[src/rtl/link_ctl_pkg.sv]
// Constants for the debug link physical-layer control block
// Overview of operation
// - With the inter-byte gap enabled, two idle characters separate consecutive bytes of a multi-byte repeated-load answer.
// - The first byte of such an answer waits the normal turnaround guard, not the inter-byte gap.
// - With parity checking off, the parity bit is ignored and no parity error is raised.
// - With time-out watching on, an access-layer answer must come within 65536 cycles or a time-out is flagged.
// - With time-out watching off, no time-out is ever declared.
// - With acknowledge signatures off, no acknowledge signature is sent after an access.
// - Each receive-to-transmit turnaround waits 128 cycles at code 0, halving per step down to 2 at code 6.
// - Guard code 7 inserts no extra idle bits at turnaround.
// - The control register reads 0x00 after reset.
package link_ctl_pkg;
   localparam logic [1:0]  CTRL_OFFSET      = 2'h2;
   localparam logic [7:0]  CTRL_RESET       = 8'h00;
   localparam logic [7:0]  CTRL_WMASK       = 8'hBF;
   localparam int          GAP_EN_BIT       = 7;
   localparam int          PAR_OFF_BIT      = 5;
   localparam int          TMO_OFF_BIT      = 4;
   localparam int          ACK_OFF_BIT      = 3;
   localparam int          GUARD_LSB        = 0;
   localparam int          GUARD_W          = 3;
   localparam logic [2:0]  GUARD_NONE       = 3'h7;
   localparam int          GUARD_MAX_CYC    = 128;
   localparam int          IDLE_CHAR_BITS   = 12;
   localparam int          GAP_CHARS        = 2;
   localparam int          GAP_BITS         = GAP_CHARS * IDLE_CHAR_BITS;
   localparam int          TIMEOUT_CYC      = 65536;
   localparam logic [31:0] UNMAPPED_RDATA   = 32'h0000_0000;
endpackage : link_ctl_pkg

[src/rtl/guard_timer.sv]
// Down-counter that times turnaround guard and inter-byte gaps
`timescale 1ns/1ps
`default_nettype none
module guard_timer #(
   parameter int CNT_W = 8
) (
   input  wire logic             sys_clk, // Clock
   input  wire logic             rst,     // Sync reset
   input  wire logic             load,    // Start a wait
   input  wire logic [CNT_W-1:0] count,   // Cycles to wait
   output logic                  busy     // Wait in progress
);
   typedef struct packed {
      logic [CNT_W-1:0] cnt;
   } tmr_s;
   tmr_s cur_ff;
   tmr_s nxt_ff;
   always_comb begin
      nxt_ff = cur_ff;
      if (load) begin
         nxt_ff.cnt = count;
      end else if (cur_ff.cnt != '0) begin
         nxt_ff.cnt = cur_ff.cnt - 1'b1;
      end
   end
   always_ff @(posedge sys_clk) begin
      if (rst) begin
         cur_ff <= '0;
      end else begin
         cur_ff <= nxt_ff;
      end
   end
   assign busy = (cur_ff.cnt != '0);
endmodule : guard_timer
`default_nettype wire

[src/rtl/timeout_watch.sv]
// Watchdog on the access-layer response time
`timescale 1ns/1ps
`default_nettype none
module timeout_watch #(
   parameter int LIMIT = 65536
) (
   input  wire logic sys_clk,  // Clock
   input  wire logic rst,      // Sync reset
   input  wire logic enable,   // Watching allowed
   input  wire logic waiting,  // Request outstanding
   output logic      expired   // One-cycle time-out pulse
);
   localparam int W = $clog2(LIMIT + 1);
   typedef struct packed {
      logic [W-1:0] cnt;
      logic         hit;
      logic         done;
   } wd_s;
   wd_s cur_ff;
   wd_s nxt_ff;
   always_comb begin
      nxt_ff     = cur_ff;
      nxt_ff.hit = 1'b0;
      if (!enable || !waiting) begin
         nxt_ff.cnt  = '0;
         nxt_ff.done = 1'b0;
      end else if (!cur_ff.done) begin
         if (cur_ff.cnt == W'(LIMIT - 1)) begin
            nxt_ff.hit  = 1'b1;
            nxt_ff.done = 1'b1;
         end else begin
            nxt_ff.cnt = cur_ff.cnt + 1'b1;
         end
      end
   end
   always_ff @(posedge sys_clk) begin
      if (rst) begin
         cur_ff <= '0;
      end else begin
         cur_ff <= nxt_ff;
      end
   end
   assign expired = cur_ff.hit;
endmodule : timeout_watch
`default_nettype wire

[src/rtl/debug_link_phy_control.sv]
// Control register and transmit pacing of the debug link physical layer
//
// Our own choice: the Avalon-MM register port.
`timescale 1ns/1ps
`default_nettype none
module debug_link_phy_control
   import link_ctl_pkg::*;
#(
   parameter int TIMEOUT_CYCLES = TIMEOUT_CYC
) (
   input  wire logic        sys_clk,          // 100 MHz clock
   input  wire logic        rst,              // Sync reset, active high
   input  wire logic [1:0]  avs_address,      // Word address
   input  wire logic        avs_read,         // Read request
   input  wire logic        avs_write,        // Write request
   input  wire logic [31:0] avs_writedata,    // Write data
   input  wire logic [3:0]  avs_byteenable,   // Byte lanes
   output logic [31:0]      avs_readdata,     // Read data
   output logic             avs_waitrequest,  // Stall
   input  wire logic        rx_char_valid,    // Received char pulse
   input  wire logic        rx_parity_bad,    // Parity mismatch of char
   output logic             parity_error,     // Parity error pulse
   input  wire logic        turnaround_req,   // Rx to tx switch pulse
   input  wire logic        tx_byte_req,      // Byte ready to send
   input  wire logic        tx_is_ack,        // Byte is an ack signature
   input  wire logic        tx_multi_load,    // Part of repeated load
   output logic             tx_byte_go,       // Send byte now
   output logic             tx_byte_drop,     // Signature suppressed
   input  wire logic        acc_req_pending,  // Awaiting access layer
   output logic             acc_timeout,      // Time-out pulse
   output logic [7:0]       phy_link_control  // Register value
);
   typedef enum logic [2:0] {
      TX_IDLE  = 3'b001,
      TX_GUARD = 3'b010,
      TX_READY = 3'b100
   } tx_state_e;
   typedef struct packed {
      logic [7:0]  ctrl;
      tx_state_e   st;
      logic        first;
      logic        ack;
      logic        rd_ack;
      logic [31:0] rdata;
      logic        perr;
   } ctl_s;
   ctl_s cur_ff;
   ctl_s nxt_ff;
   logic       tmr_load;
   logic [7:0] tmr_count;
   logic       tmr_busy;
   logic       tmo_pulse;
   logic [2:0] gsel;

   // Guard code to cycles: 128 >> code, code 7 means no guard
   function automatic logic [7:0] guard_cycles(input logic [2:0] sel);
      logic [7:0] v;
      v = 8'(GUARD_MAX_CYC) >> sel;
      if (sel == GUARD_NONE) begin
         v = 8'h00;
      end
      return v;
   endfunction : guard_cycles

   assign gsel = cur_ff.ctrl[GUARD_LSB +: GUARD_W];

   always_comb begin
      nxt_ff        = cur_ff;
      nxt_ff.ack    = 1'b0;
      nxt_ff.rd_ack = 1'b0;
      nxt_ff.perr   = 1'b0;
      tmr_load      = 1'b0;
      tmr_count     = 8'h00;
      tx_byte_go    = 1'b0;
      tx_byte_drop  = 1'b0;
      // One wait state on every access keeps read data registered
      if ((avs_read || avs_write) && !cur_ff.ack) begin
         nxt_ff.ack = 1'b1;
         if (avs_address == CTRL_OFFSET) begin
            nxt_ff.rdata = {24'h000000, cur_ff.ctrl};
         end else begin
            nxt_ff.rdata = UNMAPPED_RDATA;
         end
      end
      // Write lands only at the edge that completes the transfer
      if (avs_write && cur_ff.ack && avs_address == CTRL_OFFSET
          && avs_byteenable[0]) begin
         nxt_ff.ctrl = avs_writedata[7:0] & CTRL_WMASK;
      end
      // Parity errors only count while checking is on
      if (rx_char_valid && rx_parity_bad && !cur_ff.ctrl[PAR_OFF_BIT]) begin
         nxt_ff.perr = 1'b1;
      end
      case (cur_ff.st)
         TX_IDLE: begin
            if (turnaround_req) begin
               tmr_load    = 1'b1;
               tmr_count   = guard_cycles(gsel);
               nxt_ff.st   = TX_GUARD;
               nxt_ff.first = 1'b1;
            end
         end
         TX_GUARD: begin
            if (!tmr_busy) begin
               nxt_ff.st = TX_READY;
            end
         end
         TX_READY: begin
            if (turnaround_req) begin
               tmr_load     = 1'b1;
               tmr_count    = guard_cycles(gsel);
               nxt_ff.st    = TX_GUARD;
               nxt_ff.first = 1'b1;
            end else if (tx_byte_req) begin
               if (tx_is_ack && cur_ff.ctrl[ACK_OFF_BIT]) begin
                  tx_byte_drop = 1'b1;
               end else begin
                  tx_byte_go   = 1'b1;
                  nxt_ff.first = 1'b0;
                  // Later bytes of a repeated load wait two idle chars
                  if (tx_multi_load && cur_ff.ctrl[GAP_EN_BIT]) begin
                     tmr_load  = 1'b1;
                     tmr_count = 8'(GAP_BITS);
                     nxt_ff.st = TX_GUARD;
                  end
               end
            end
         end
         default: begin
            nxt_ff.st = TX_IDLE;
         end
      endcase
   end

   always_ff @(posedge sys_clk) begin
      if (rst) begin
         cur_ff       <= '0;
         cur_ff.ctrl  <= CTRL_RESET;
         cur_ff.st    <= TX_IDLE;
      end else begin
         cur_ff <= nxt_ff;
      end
   end

   guard_timer #(
      .CNT_W (8)
   ) u_guard (
      .sys_clk (sys_clk),
      .rst     (rst),
      .load    (tmr_load),
      .count   (tmr_count),
      .busy    (tmr_busy)
   );

   timeout_watch #(
      .LIMIT (TIMEOUT_CYCLES)
   ) u_watch (
      .sys_clk (sys_clk),
      .rst     (rst),
      .enable  (!cur_ff.ctrl[TMO_OFF_BIT]),
      .waiting (acc_req_pending),
      .expired (tmo_pulse)
   );

   assign avs_waitrequest  = (avs_read || avs_write) && !cur_ff.ack;
   assign avs_readdata     = cur_ff.rdata;
   assign parity_error     = cur_ff.perr;
   assign acc_timeout      = tmo_pulse;
   assign phy_link_control = cur_ff.ctrl;
endmodule : debug_link_phy_control
`default_nettype wire

[config.mk]
export PLATFORM = sky130hd
export DESIGN_NAME = debug_link_phy_control
export DESIGN_NICKNAME = d
export VERILOG_FILES = /design/src/rtl/link_ctl_pkg.sv /design/src/rtl/guard_timer.sv /design/src/rtl/timeout_watch.sv /design/src/rtl/debug_link_phy_control.sv
export SDC_FILE = /design/constraint.sdc
export NUM_CORES = 1
export LEC_CHECK = 0
export ABC_AREA = 0
export BUFFER_PORTS_ARGS = -buffer_cell sky130_fd_sc_hd__buf_4
export CAP_MARGIN = 20
export CORE_UTILIZATION = 48
export DETAILED_ROUTE_END_ITERATION = 8
export GPL_ROUTABILITY_DRIVEN = 0
export HOLD_SLACK_MARGIN = 0.05
export PLACE_DENSITY = 0.79
export SETUP_SLACK_MARGIN = 0.3
export SLEW_MARGIN = 5
export SYNTH_ARGS = -nofsm -noshare
export SYNTH_HDL_FRONTEND = slang
export SYNTH_SLANG_ARGS = --single-unit
[constraint.sdc]
create_clock -name sys_clk -period 2.95 [get_ports sys_clk]
set_clock_uncertainty 0.2 [all_clocks]
set_input_delay 0.59 -clock sys_clk [delete_from_list [all_inputs] [get_ports sys_clk]]
set_output_delay 0.59 -clock sys_clk [all_outputs]
set_load 0.02 [all_outputs]
==> run_results.csv, run 1 <==
group,metric,value,unit
clock_network,cts_root_buffer,"clkbuf_8",
logic_synthesis,synth_area_leaders,"dfxtp_1 (39%), buf_4 (13%), nor2_1 (5.7%), mux2i_1 (3.8%), xnor2_1 (3.3%)",
die,rows,25,
logic_synthesis,yosysWarnings,0,
die,ioPinCount,94,
place,dpl.hpwl,3.21,mm
power_and_ir_drop,power.total,1.74,mW
power_and_ir_drop,ir_worst_vdd,0.000355,V
place,preCtsSetupSlack,0.523,ns
sta,rsz0062_at_grt,"false",
grt,overflow,0,
finish,final_cells,364,
detailed_routing,drtPass1Iterations,4,
finish,multi_input_area,1190,µm²
critical_path,crit_arrival,2.38,ns
finish,final-seq-area,921,µm²
power_and_ir_drop,powerDensity,659,nW/µm²
sta,slew_violations,0,
die,die_h,72.2,µm
critical_path,rr_startpoint,"u_watch.cur_ff[8]$_SDFFE_PP0P_",
detailed_routing,drt-total-wl,4.43,mm
critical_path,cp-end-kind,"flip-flop",
clock_network,cts.hold.buffers_added,0,
grt,grt_pass1_vias,1698,
sta,whs,0.250,ns
die,die_width,72.2,µm
sta,period_needed,2.40,ns
critical_path,path_max_fanout,9,
die,initial_core_util,0.501,
logic_synthesis,yosysSeqAreaShare,0.389,
sta,relSlewSlack,0.617,
place,post_dp_cell_area,2530,µm²
flow_run,drv_cap,0,
finish,diodes,0,
logic_synthesis,synth_largest_area_cell,"dfxtp_1",
grt,track_usage,0.185,
clock_network,htree_levels,2,
logic_synthesis,synthesis.area,2370,µm²
clock_network,post-cts-setup-buffer-count,0,
place,portBuffers,39,
finish,postLayoutCellArea,2650,µm²
logic_synthesis,avgSynthCellArea,8.76,µm²
clock_network,cts_tree,"built",
min_path,hold_start,"u_watch.cur_ff[0]$_SDFF_PP0_",
critical_path,startpoint,"u_watch.cur_ff[8]$_SDFFE_PP0P_",
logic_synthesis,yosys.area.top_type_share,0.389,
logic_synthesis,syn_inst,270,
finish,fill_cells,437,
detailed_routing,viasPerCell,4.99,
sta,max_freq,417,MHz
sta,report.final.setup_viol,0,
finish,final_common_cell,"dfxtp_1",
clock_network,path_clk_slew,0.08,ns
sta,tightest_slew,0.572,ns
sta,final.setup.tns,0,ns
detailed_routing,drcViolationCount,0,
sta,finalHoldViolations,0,
detailed_routing,drt-initial-drc-count,48,
finish,nets,350,
grt,grt_max_degree,24,
clock_network,cts_sinks,46,
finish,drive_gt1_frac,0.182,
clock_network,cts_inserted_buffers,5,
sta,finalCritPeriodShare,0.812,
logic_synthesis,yosysUniqueCellTypes,40,
clock_network,clock_latency,0.30,ns
die,core_area,4720,µm²
finish,area_growth_syn_to_layout,11.8,%
grt,antenna_found_initial,0,
detailed_routing,wl_per_cell,12.2,µm
critical_path,cp-start-kind,"flip-flop",
die,fp.dieArea,5210,µm²
logic_synthesis,ys_ff_latch,46,
detailed_routing,antenna_left,0,
detailed_routing,vias,1816,
sta,fin_ws,0.554,ns
clock_network,cts_buffer_depth,2,
grt,grt_pass1_wl,7.49,mm
finish,mostFrequentLayoutCells,"dfxtp_1 (46), buf_4 (41), nor2_1 (36), conb_1 (26), nand2_1 (11)",
place,placed_cells_incl_taps,357,
run_status,outcome,"completed",
critical_path,critical_path_required,2.93,ns
critical_path,critical_path_class,"flip-flop to flip-flop",
min_path,hold_path_class,"flip-flop to flip-flop",
finish,utilization,0.560,
power_and_ir_drop,power.leakage,1.12,nW
==> report_power, final <==
group	switching [mW]	internal (mW)	leakage, nW
Combinational	0.263	0.267	0.685
Sequential	0.0641	0.676	0.373
Clock	0.201	0.271	0.0573
==> Yosys cell counts <==
library cell	instances
ha_1	4
dfxtp_1	46
a32o_1	1
xor2_1	7
or3b_2	1
nor2_1	36
or4_4	1
o32a_1	3
nor2b_1	6
inv_1	8
a211oi_1	4
or4b_2	1
o21bai_1	2
buf_4	40
o31ai_1	1
nand4_1	7
buf_2	1
or4_1	2
nand2_1	11
a21oi_1	10
o21ai_0	6
nand3_1	8
o22a_1	1
mux2i_1	9
a21o_1	1
nor4_1	3
nor3_1	10
mux2_2	1
and4_1	2
clkbuf_1	5
a22o_1	7
nand2b_1	1
nor4b_4	1
conb_1	1
and2b_1	2
and3_1	2
nor3b_1	2
or3_1	6
and2_1	1
xnor2_1	9
==> path summary, 6_finish.rpt <==
check / depth (start not counted) / slack (ns) / endpoint
worst max-delay path: 10 / 0.55 / u_watch.cur_ff[9]$_SDFFE_PP0P_
worst min-delay path: 1 / 0.25 / u_watch.expired$_SDFF_PP0_
worst max register to register: 10 / 0.55 / u_watch.cur_ff[9]$_SDFFE_PP0P_
worst min register to register: 1 / 0.25 / u_watch.expired$_SDFF_PP0_
==> cell families (layout without fill, tap and decap cells) <==
kind of cell	Yosys count	after routing	synth area share
xor+xnor	16	16	0.0592
mux	10	10	0.0428
simple gates	103	103	0.231
other cells	1	26	0.00158
flops	46	46	0.389
compound gates	36	36	0.106
buf+inv	54	56	0.150
fa+ha+maj	4	4	0.0212
==> critical path, stage by stage, from the launching register on <==
cell and delay, ns:
dfxtp_1 0.42, and4_1 0.23, nand3_1 0.20, nor3_2 0.22, ha_1 0.20, nor2_1 0.07
buf_4 0.16, and4_1 0.26, nand3_1 0.12, xor2_1 0.15, nor2_1 0.05
==> per-layer routing <==
metal	vias to the layer above	wire length (µm)	track usage
met5	-	0	0
met4	0	65	0.0763
met3	6	181	0.0458
met2	40	2180	0.327
met1	848	2010	0.211
li1	922	-	-
==> final cells by class <==
| cell class | instances | area share |
|---|---|---|
| clock buffer | 6 | 0.0312 |
| clock inverter | 1 | 0.0114 |
| inverter | 8 | 0.0114 |
| multi-input combinational | 195 | 0.450 |
| sequential | 46 | 0.348 |
| tap | 67 | 0.0317 |
| timing repair buffer | 41 | 0.116 |
==> repair_timing <==
item                                    4_1_cts  5_1_grt
endpoints found under the setup margin        0        2
hold endpoints to repair                      0        0
resized for setup                             0        1
==> registers in the layout (all words and copies together), names as in the netlist <==
name / cells
u_watch.cur_ff: 18
u_guard.cur_ff: 8
cur_ff: 4
u_watch.expired: 1
phy_link_control: 7
parity_error: 1
avs_readdata: 7
(Power assumes the default switching activity.)
==> inputs of run 2 (changes only) <==
--- a/config.mk
+++ b/config.mk
@@ -8,11 +8,11 @@
 export ABC_AREA = 0
 export BUFFER_PORTS_ARGS = -buffer_cell sky130_fd_sc_hd__buf_4
 export CAP_MARGIN = 20
-export CORE_UTILIZATION = 48
+export CORE_UTILIZATION = 44
 export DETAILED_ROUTE_END_ITERATION = 8
 export GPL_ROUTABILITY_DRIVEN = 0
 export HOLD_SLACK_MARGIN = 0.05
-export PLACE_DENSITY = 0.79
+export PLACE_DENSITY = 0.76
 export SETUP_SLACK_MARGIN = 0.3
 export SLEW_MARGIN = 5
 export SYNTH_ARGS = -nofsm -noshare
==> constraint.sdc (replaced) <==
create_clock -name sys_clk -period 2.2 [get_ports sys_clk]
set_clock_uncertainty 0.2 [all_clocks]
set_input_delay 0.44 -clock sys_clk [delete_from_list [all_inputs] [get_ports sys_clk]]
set_output_delay 0.44 -clock sys_clk [all_outputs]
set_load 0.02 [all_outputs]
==> run_results.csv, run 2 (synthesized netlist as in run 1, its figures left out) <==
group,metric,value,unit
run_status,outcome,"completed",
detailed_routing,vias,1994,
clock_network,cts_inserted_buffers,5,
sta,max_freq,484,MHz
detailed_routing,wl_per_cell,12.7,µm
grt,track_usage,0.190,
clock_network,path_clk_slew,0.10,ns
sta,period_needed,2.07,ns
finish,utilization,0.606,
detailed_routing,antenna_left,0,
grt,grt_max_degree,23,
clock_network,clock_latency,0.31,ns
critical_path,crit_arrival,2.06,ns
critical_path,cp-start-kind,"flip-flop",
clock_network,htree_levels,2,
min_path,hold_path_class,"primary input to flip-flop",
power_and_ir_drop,ir_worst_vdd,0.000525,V
grt,grt_pass1_vias,1839,
finish,mostFrequentLayoutCells,"buf_4 (69), nor2_1 (34), dfxtp_1 (29), conb_1 (26), dfxtp_2 (16)",
finish,area_growth_syn_to_layout,31.6,%
finish,largest_register,"u_watch.cur_ff",
finish,fill_cells,452,
flow_run,drv_cap,0,
sta,slew_violations,0,
die,initial_core_util,0.460,
finish,diodes,0,
sta,rsz0062_at_grt,"true",
sta,final.setup.tns,0,ns
place,dpl.hpwl,3.34,mm
finish,final_common_cell,"buf_4",
die,rows,26,
critical_path,r2r_end,"cur_ff[37]$_SDFFE_PP0P_",
finish,reg.largest.list,"u_watch.cur_ff: 18 flops, u_guard.cur_ff: 8 flops",
min_path,hold_start,"avs_writedata[3]",
grt,antenna_found_initial,0,
detailed_routing,drcViolationCount,0,
die,core_area,5140,µm²
critical_path,rr_startpoint,"u_guard.cur_ff[4]$_SDFFE_PP0P_",
clock_network,cts_root_buffer,"clkbuf_8",
critical_path,cp-end-kind,"flip-flop",
finish,nets,385,
detailed_routing,drtPass1Iterations,4,
critical_path,critical_path_required,2.19,ns
clock_network,cts_buffer_depth,2,
critical_path,r2r_cells,6,
sta,report.final.setup_viol,0,
sta,finalHoldViolations,0,
clock_network,cts_sinks,46,
min_path,min_delay_path_depth,3,
clock_network,cts_tree,"built",
die,fp.dieArea,5670,µm²
place,portBuffers,39,
power_and_ir_drop,powerDensity,837,nW/µm²
grt,grt_pass1_wl,8.14,mm
sta,finalCritPeriodShare,0.940,
critical_path,critical_path_class,"flip-flop to flip-flop",
die,die_width,75.3,µm
finish,drive_gt1_frac,0.414,
critical_path,path_max_fanout,4,
min_path,worstHoldEndpoint,"phy_link_control[3]$_SDFFE_PP0P_",
critical_path,reg2reg_setup_slack,0.13,ns
die,die_h,75.3,µm
power_and_ir_drop,power.leakage,1.32,nW
detailed_routing,viasPerCell,4.95,
finish,largest_register_ffs,18,
die,ioPinCount,94,
detailed_routing,drt-total-wl,5.14,mm
grt,overflow,0,
detailed_routing,drt-initial-drc-count,86,
-- run 2: cell type report --
cell class,count,area (µm²),area share
Clock buffer,5,68.8,0.0221
Clock inverter,3,26.3,0.00844
Inverter,8,30.0,0.00965
Multi-Input combinational cell,195,1360,0.436
Sequential cell,46,945,0.303
Tap cell,70,87.6,0.0281
Timing Repair Buffer,76,597,0.192
-- run 2: layer usage --
layer / up-vias / part of all wire / wire (µm) / global-route usage
met2: 65 / 0.50 / 2580 / 0.335
met3: 10 / 0.047 / 241 / 0.0450
met4: 0 / 0.024 / 121 / 0.0926
met1: 923 / 0.43 / 2200 / 0.214
li1: 996 / - / - / -
met5: - / 0 / 0 / 0
-- run 2: where the power goes --
part	internal (mW)	leakage [nW]	switching, mW
registers	0.917	0.380	0.102
clock network	0.236	0.0495	0.318
logic	0.580	0.887	0.451
-- run 2: through the flow --
| step | instance area, µm² | hold WS, ns | power [mW] | worst slack (ns) | cells |
|---|---|---|---|---|---|
| 6_report | 3110 | 0.160 | 2.60 | 0.133 | 403 |
| 5_1_grt | 3110 | 0.159 | 2.77 | 0.0496 | 403 |
| 4_1_cts | 3000 | 0.154 | 2.49 | 0.141 | 398 |
| 3_5_place_dp | 2720 | 0.258 | 1.77 | 0.0605 | 377 |
| 3_3_place_gp | 2720 | 0.252 | 1.75 | 0.0689 | 377 |
| 2_1_floorplan | 2520 | 0.229 | 1.62 | 0.101 | 295 |
-- run 2: worst max-delay path: stages, from the launching register on --
cell	delay, ns
dfxtp_2	0.34
or4_4	0.55
nor4b_4	0.30
buf_4	0.20
and2b_1	0.17
o21bai_1	0.11
a211oi_1	0.08
-- run 2: worst max-delay path by stage --
stage	from	endpoint	depth (start not counted)
5_1_grt	u_watch.cur_ff[5]$_SDFFE_PP0P_	u_watch.cur_ff[11]$_SDFFE_PP0P_	11
6_report	u_guard.cur_ff[4]$_SDFFE_PP0P_	cur_ff[37]$_SDFFE_PP0P_	6
3_5_place_dp	u_guard.cur_ff[5]$_SDFFE_PP0P_	cur_ff[37]$_SDFFE_PP0P_	6
3_3_place_gp	u_guard.cur_ff[5]$_SDFFE_PP0P_	cur_ff[37]$_SDFFE_PP0P_	6
4_1_cts	u_watch.cur_ff[5]$_SDFFE_PP0P_	u_watch.cur_ff[15]$_SDFFE_PP0P_	10
2_1_floorplan	u_guard.cur_ff[5]$_SDFFE_PP0P_	u_guard.cur_ff[1]$_SDFFE_PP0P_	5
-- run 2: timing repair --
| item | in CTS | in global routing |
|---|---|---|
| setup endpoints to repair | 25 | 27 |
| setup buffers | 13 | 5 |
| pin swaps | 22 | 13 |
| hold buffers | 0 | 0 |
| gates resized for setup | 27 | 21 |
| endpoints found under the hold margin | 0 | 0 |
==> inputs of run 3 (changes only) <==
--- a/config.mk
+++ b/config.mk
@@ -8,11 +8,11 @@
 export ABC_AREA = 0
 export BUFFER_PORTS_ARGS = -buffer_cell sky130_fd_sc_hd__buf_4
 export CAP_MARGIN = 20
-export CORE_UTILIZATION = 44
+export CORE_UTILIZATION = 48
 export DETAILED_ROUTE_END_ITERATION = 8
 export GPL_ROUTABILITY_DRIVEN = 0
 export HOLD_SLACK_MARGIN = 0.05
-export PLACE_DENSITY = 0.76
+export PLACE_DENSITY = 0.79
 export SETUP_SLACK_MARGIN = 0.3
 export SLEW_MARGIN = 5
 export SYNTH_ARGS = -nofsm -noshare
==> constraint.sdc (replaced) <==
create_clock -name sys_clk -period 2.3 [get_ports sys_clk]
set_clock_uncertainty 0.2 [all_clocks]
set_input_delay 0.46 -clock sys_clk [delete_from_list [all_inputs] [get_ports sys_clk]]
set_output_delay 0.46 -clock sys_clk [all_outputs]
set_load 0.02 [all_outputs]
==> run_results.csv, run 3 (synthesized netlist as in run 1, its figures left out) <==
group,metric,value,unit
grt,grt_pass1_vias,1811,
place,post_dp_cell_area,2640,µm²
critical_path,r2r_end,"u_watch.cur_ff[10]$_SDFFE_PP0P_",
finish,mostFrequentLayoutCells,"buf_4 (66), nor2_1 (35), dfxtp_1 (33), conb_1 (26)",
power_and_ir_drop,ir_worst_vdd,0.000396,V
critical_path,crit_arrival,2.15,ns
clock_network,cts_sinks,46,
detailed_routing,drt-total-wl,5.15,mm
finish,largest_register_ffs,18,
place,placed_cells_incl_taps,367,
sta,report.final.setup_viol,0,
finish,reg.largest.list,"u_watch.cur_ff: 18 flops, u_guard.cur_ff: 8 flops",
sta,period_needed,2.12,ns
sta,finalCritPeriodShare,0.921,
sta,max_freq,472,MHz
sta,whs,0.183,ns
die,core_area,4720,µm²
die,initial_core_util,0.501,
power_and_ir_drop,power.total,2.32,mW
detailed_routing,vias,1999,
run_status,outcome,"completed",
detailed_routing,drtPass1Iterations,6,
finish,largest_register,"u_watch.cur_ff",
grt,antenna_found_initial,0,
finish,drive_gt1_frac,0.366,
detailed_routing,drcViolationCount,0,
die,fp.dieArea,5210,µm²
clock_network,cts_root_buffer,"clkbuf_8",
detailed_routing,antenna_left,0,
finish,final_common_cell,"buf_4",
critical_path,cp-end-kind,"flip-flop",
power_and_ir_drop,powerDensity,770,nW/µm²
clock_network,clock_latency,0.30,ns
clock_network,cts_tree,"built",
detailed_routing,drt-initial-drc-count,70,
sta,fin_ws,0.182,ns
finish,diodes,0,
critical_path,r2r_cells,9,
detailed_routing,viasPerCell,5.10,
finish,area_growth_syn_to_layout,27.4,%
finish,nets,377,
grt,grt_pass1_wl,8.07,mm
sta,rsz0062_at_grt,"true",
place,preCtsSetupSlack,0.0403,ns
flow_run,drv_cap,0,
clock_network,cts_inserted_buffers,5,
clock_network,htree_levels,2,
min_path,hold_path_class,"primary input to flip-flop",
clock_network,path_clk_slew,0.09,ns
critical_path,cp-start-kind,"flip-flop",
die,ioPinCount,94,
critical_path,critical_path_required,2.34,ns
detailed_routing,wl_per_cell,13.1,µm
sta,slew_violations,0,
finish,postLayoutCellArea,3010,µm²
grt,track_usage,0.197,
die,die_h,72.2,µm
clock_network,cts_buffer_depth,2,
die,die_width,72.2,µm
grt,grt_max_degree,20,
power_and_ir_drop,power.leakage,1.29,nW
min_path,worstHoldEndpoint,"phy_link_control[4]$_SDFFE_PP0P_",
sta,final.setup.tns,0,ns
finish,utilization,0.638,
critical_path,reg2reg_setup_slack,0.18,ns
place,portBuffers,39,
sta,finalHoldViolations,0,
die,rows,25,
critical_path,path_max_fanout,5,
min_path,hold_start,"avs_writedata[4]",
place,dpl.hpwl,3.47,mm
grt,overflow,0,
min_path,min_delay_path_depth,3,
finish,final_cells,392,
critical_path,rr_startpoint,"u_watch.cur_ff[6]$_SDFFE_PP0P_",
critical_path,critical_path_class,"flip-flop to flip-flop",
run 3: cell count changes in the layout (fill, tap and decap cells not counted), moves of 3 or more:
| cell | previous run | this run |
|---|---|---|
| nor3_1 | 3 | 6 |
| xnor2_1 | 6 | 9 |
| buf_4 | 69 | 66 |
| xnor2_2 | 3 | 0 |
| nor3_2 | 7 | 3 |
| dfxtp_1 | 29 | 33 |
| buf_6 | 7 | 2 |
| inv_6 | 3 | 0 |
| dfxtp_2 | 16 | 11 |
run 3: cell type report:
class                           instances  area, µm²
Fill cell                             391       1710
Multi-Input combinational cell        195       1350
Sequential cell                        46        942
Timing Repair Buffer                   68        518
Tap cell                               67       83.8
Clock buffer                            5       68.8
Inverter                                8       30.0
Clock inverter                          3       21.3
run 3: critical path: stages, from the launching register on:
cell and delay (ns):
dfxtp_2 0.33, and3_4 0.17, nand4_1 0.18, nor3_4 0.07, ha_4 0.17, nor2_4 0.12, nand4_1 0.16, buf_4 0.19
or3_4 0.32, a21oi_2 0.12
run 3: worst max path at each step:
stage	from	endpoint	slack [ns]	cells after the start
finish	u_watch.cur_ff[6]$_SDFFE_PP0P_	u_watch.cur_ff[10]$_SDFFE_PP0P_	0.18	9
global route	u_watch.cur_ff[6]$_SDFFE_PP0P_	u_watch.cur_ff[14]$_SDFFE_PP0P_	0.11	9
CTS	u_watch.cur_ff[6]$_SDFFE_PP0P_	u_watch.cur_ff[10]$_SDFFE_PP0P_	0.21	9
detailed placement	u_watch.cur_ff[6]$_SDFFE_PP0P_	u_watch.cur_ff[8]$_SDFFE_PP0P_	0.04	9
global placement	u_watch.cur_ff[6]$_SDFFE_PP0P_	u_watch.cur_ff[8]$_SDFFE_PP0P_	0.16	9
floorplan	u_guard.cur_ff[5]$_SDFFE_PP0P_	u_guard.cur_ff[1]$_SDFFE_PP0P_	0.20	5
run 3: what timing repair did:
| item | in CTS | in global routing |
|---|---|---|
| hold buffers | 0 | 0 |
| setup endpoints to repair | 20 | 23 |
| setup buffers | 14 | 3 |
| pin swaps | 14 | 12 |
| gates resized for setup | 18 | 24 |
run 3: where the power goes:
group          internal, mW  switching [mW]
clock network         0.214           0.279
logic                 0.482           0.389
registers             0.871          0.0874
run 3: per-layer routing:
| layer | track usage | wire length (µm) | vias up |
|---|---|---|---|
| met4 | 0.0654 | 108 | 0 |
| met3 | 0.0542 | 301 | 12 |
| met5 | 0 | 0 | - |
| met1 | 0.231 | 2180 | 945 |
| met2 | 0.346 | 2560 | 64 |
| li1 | - | - | 978 |
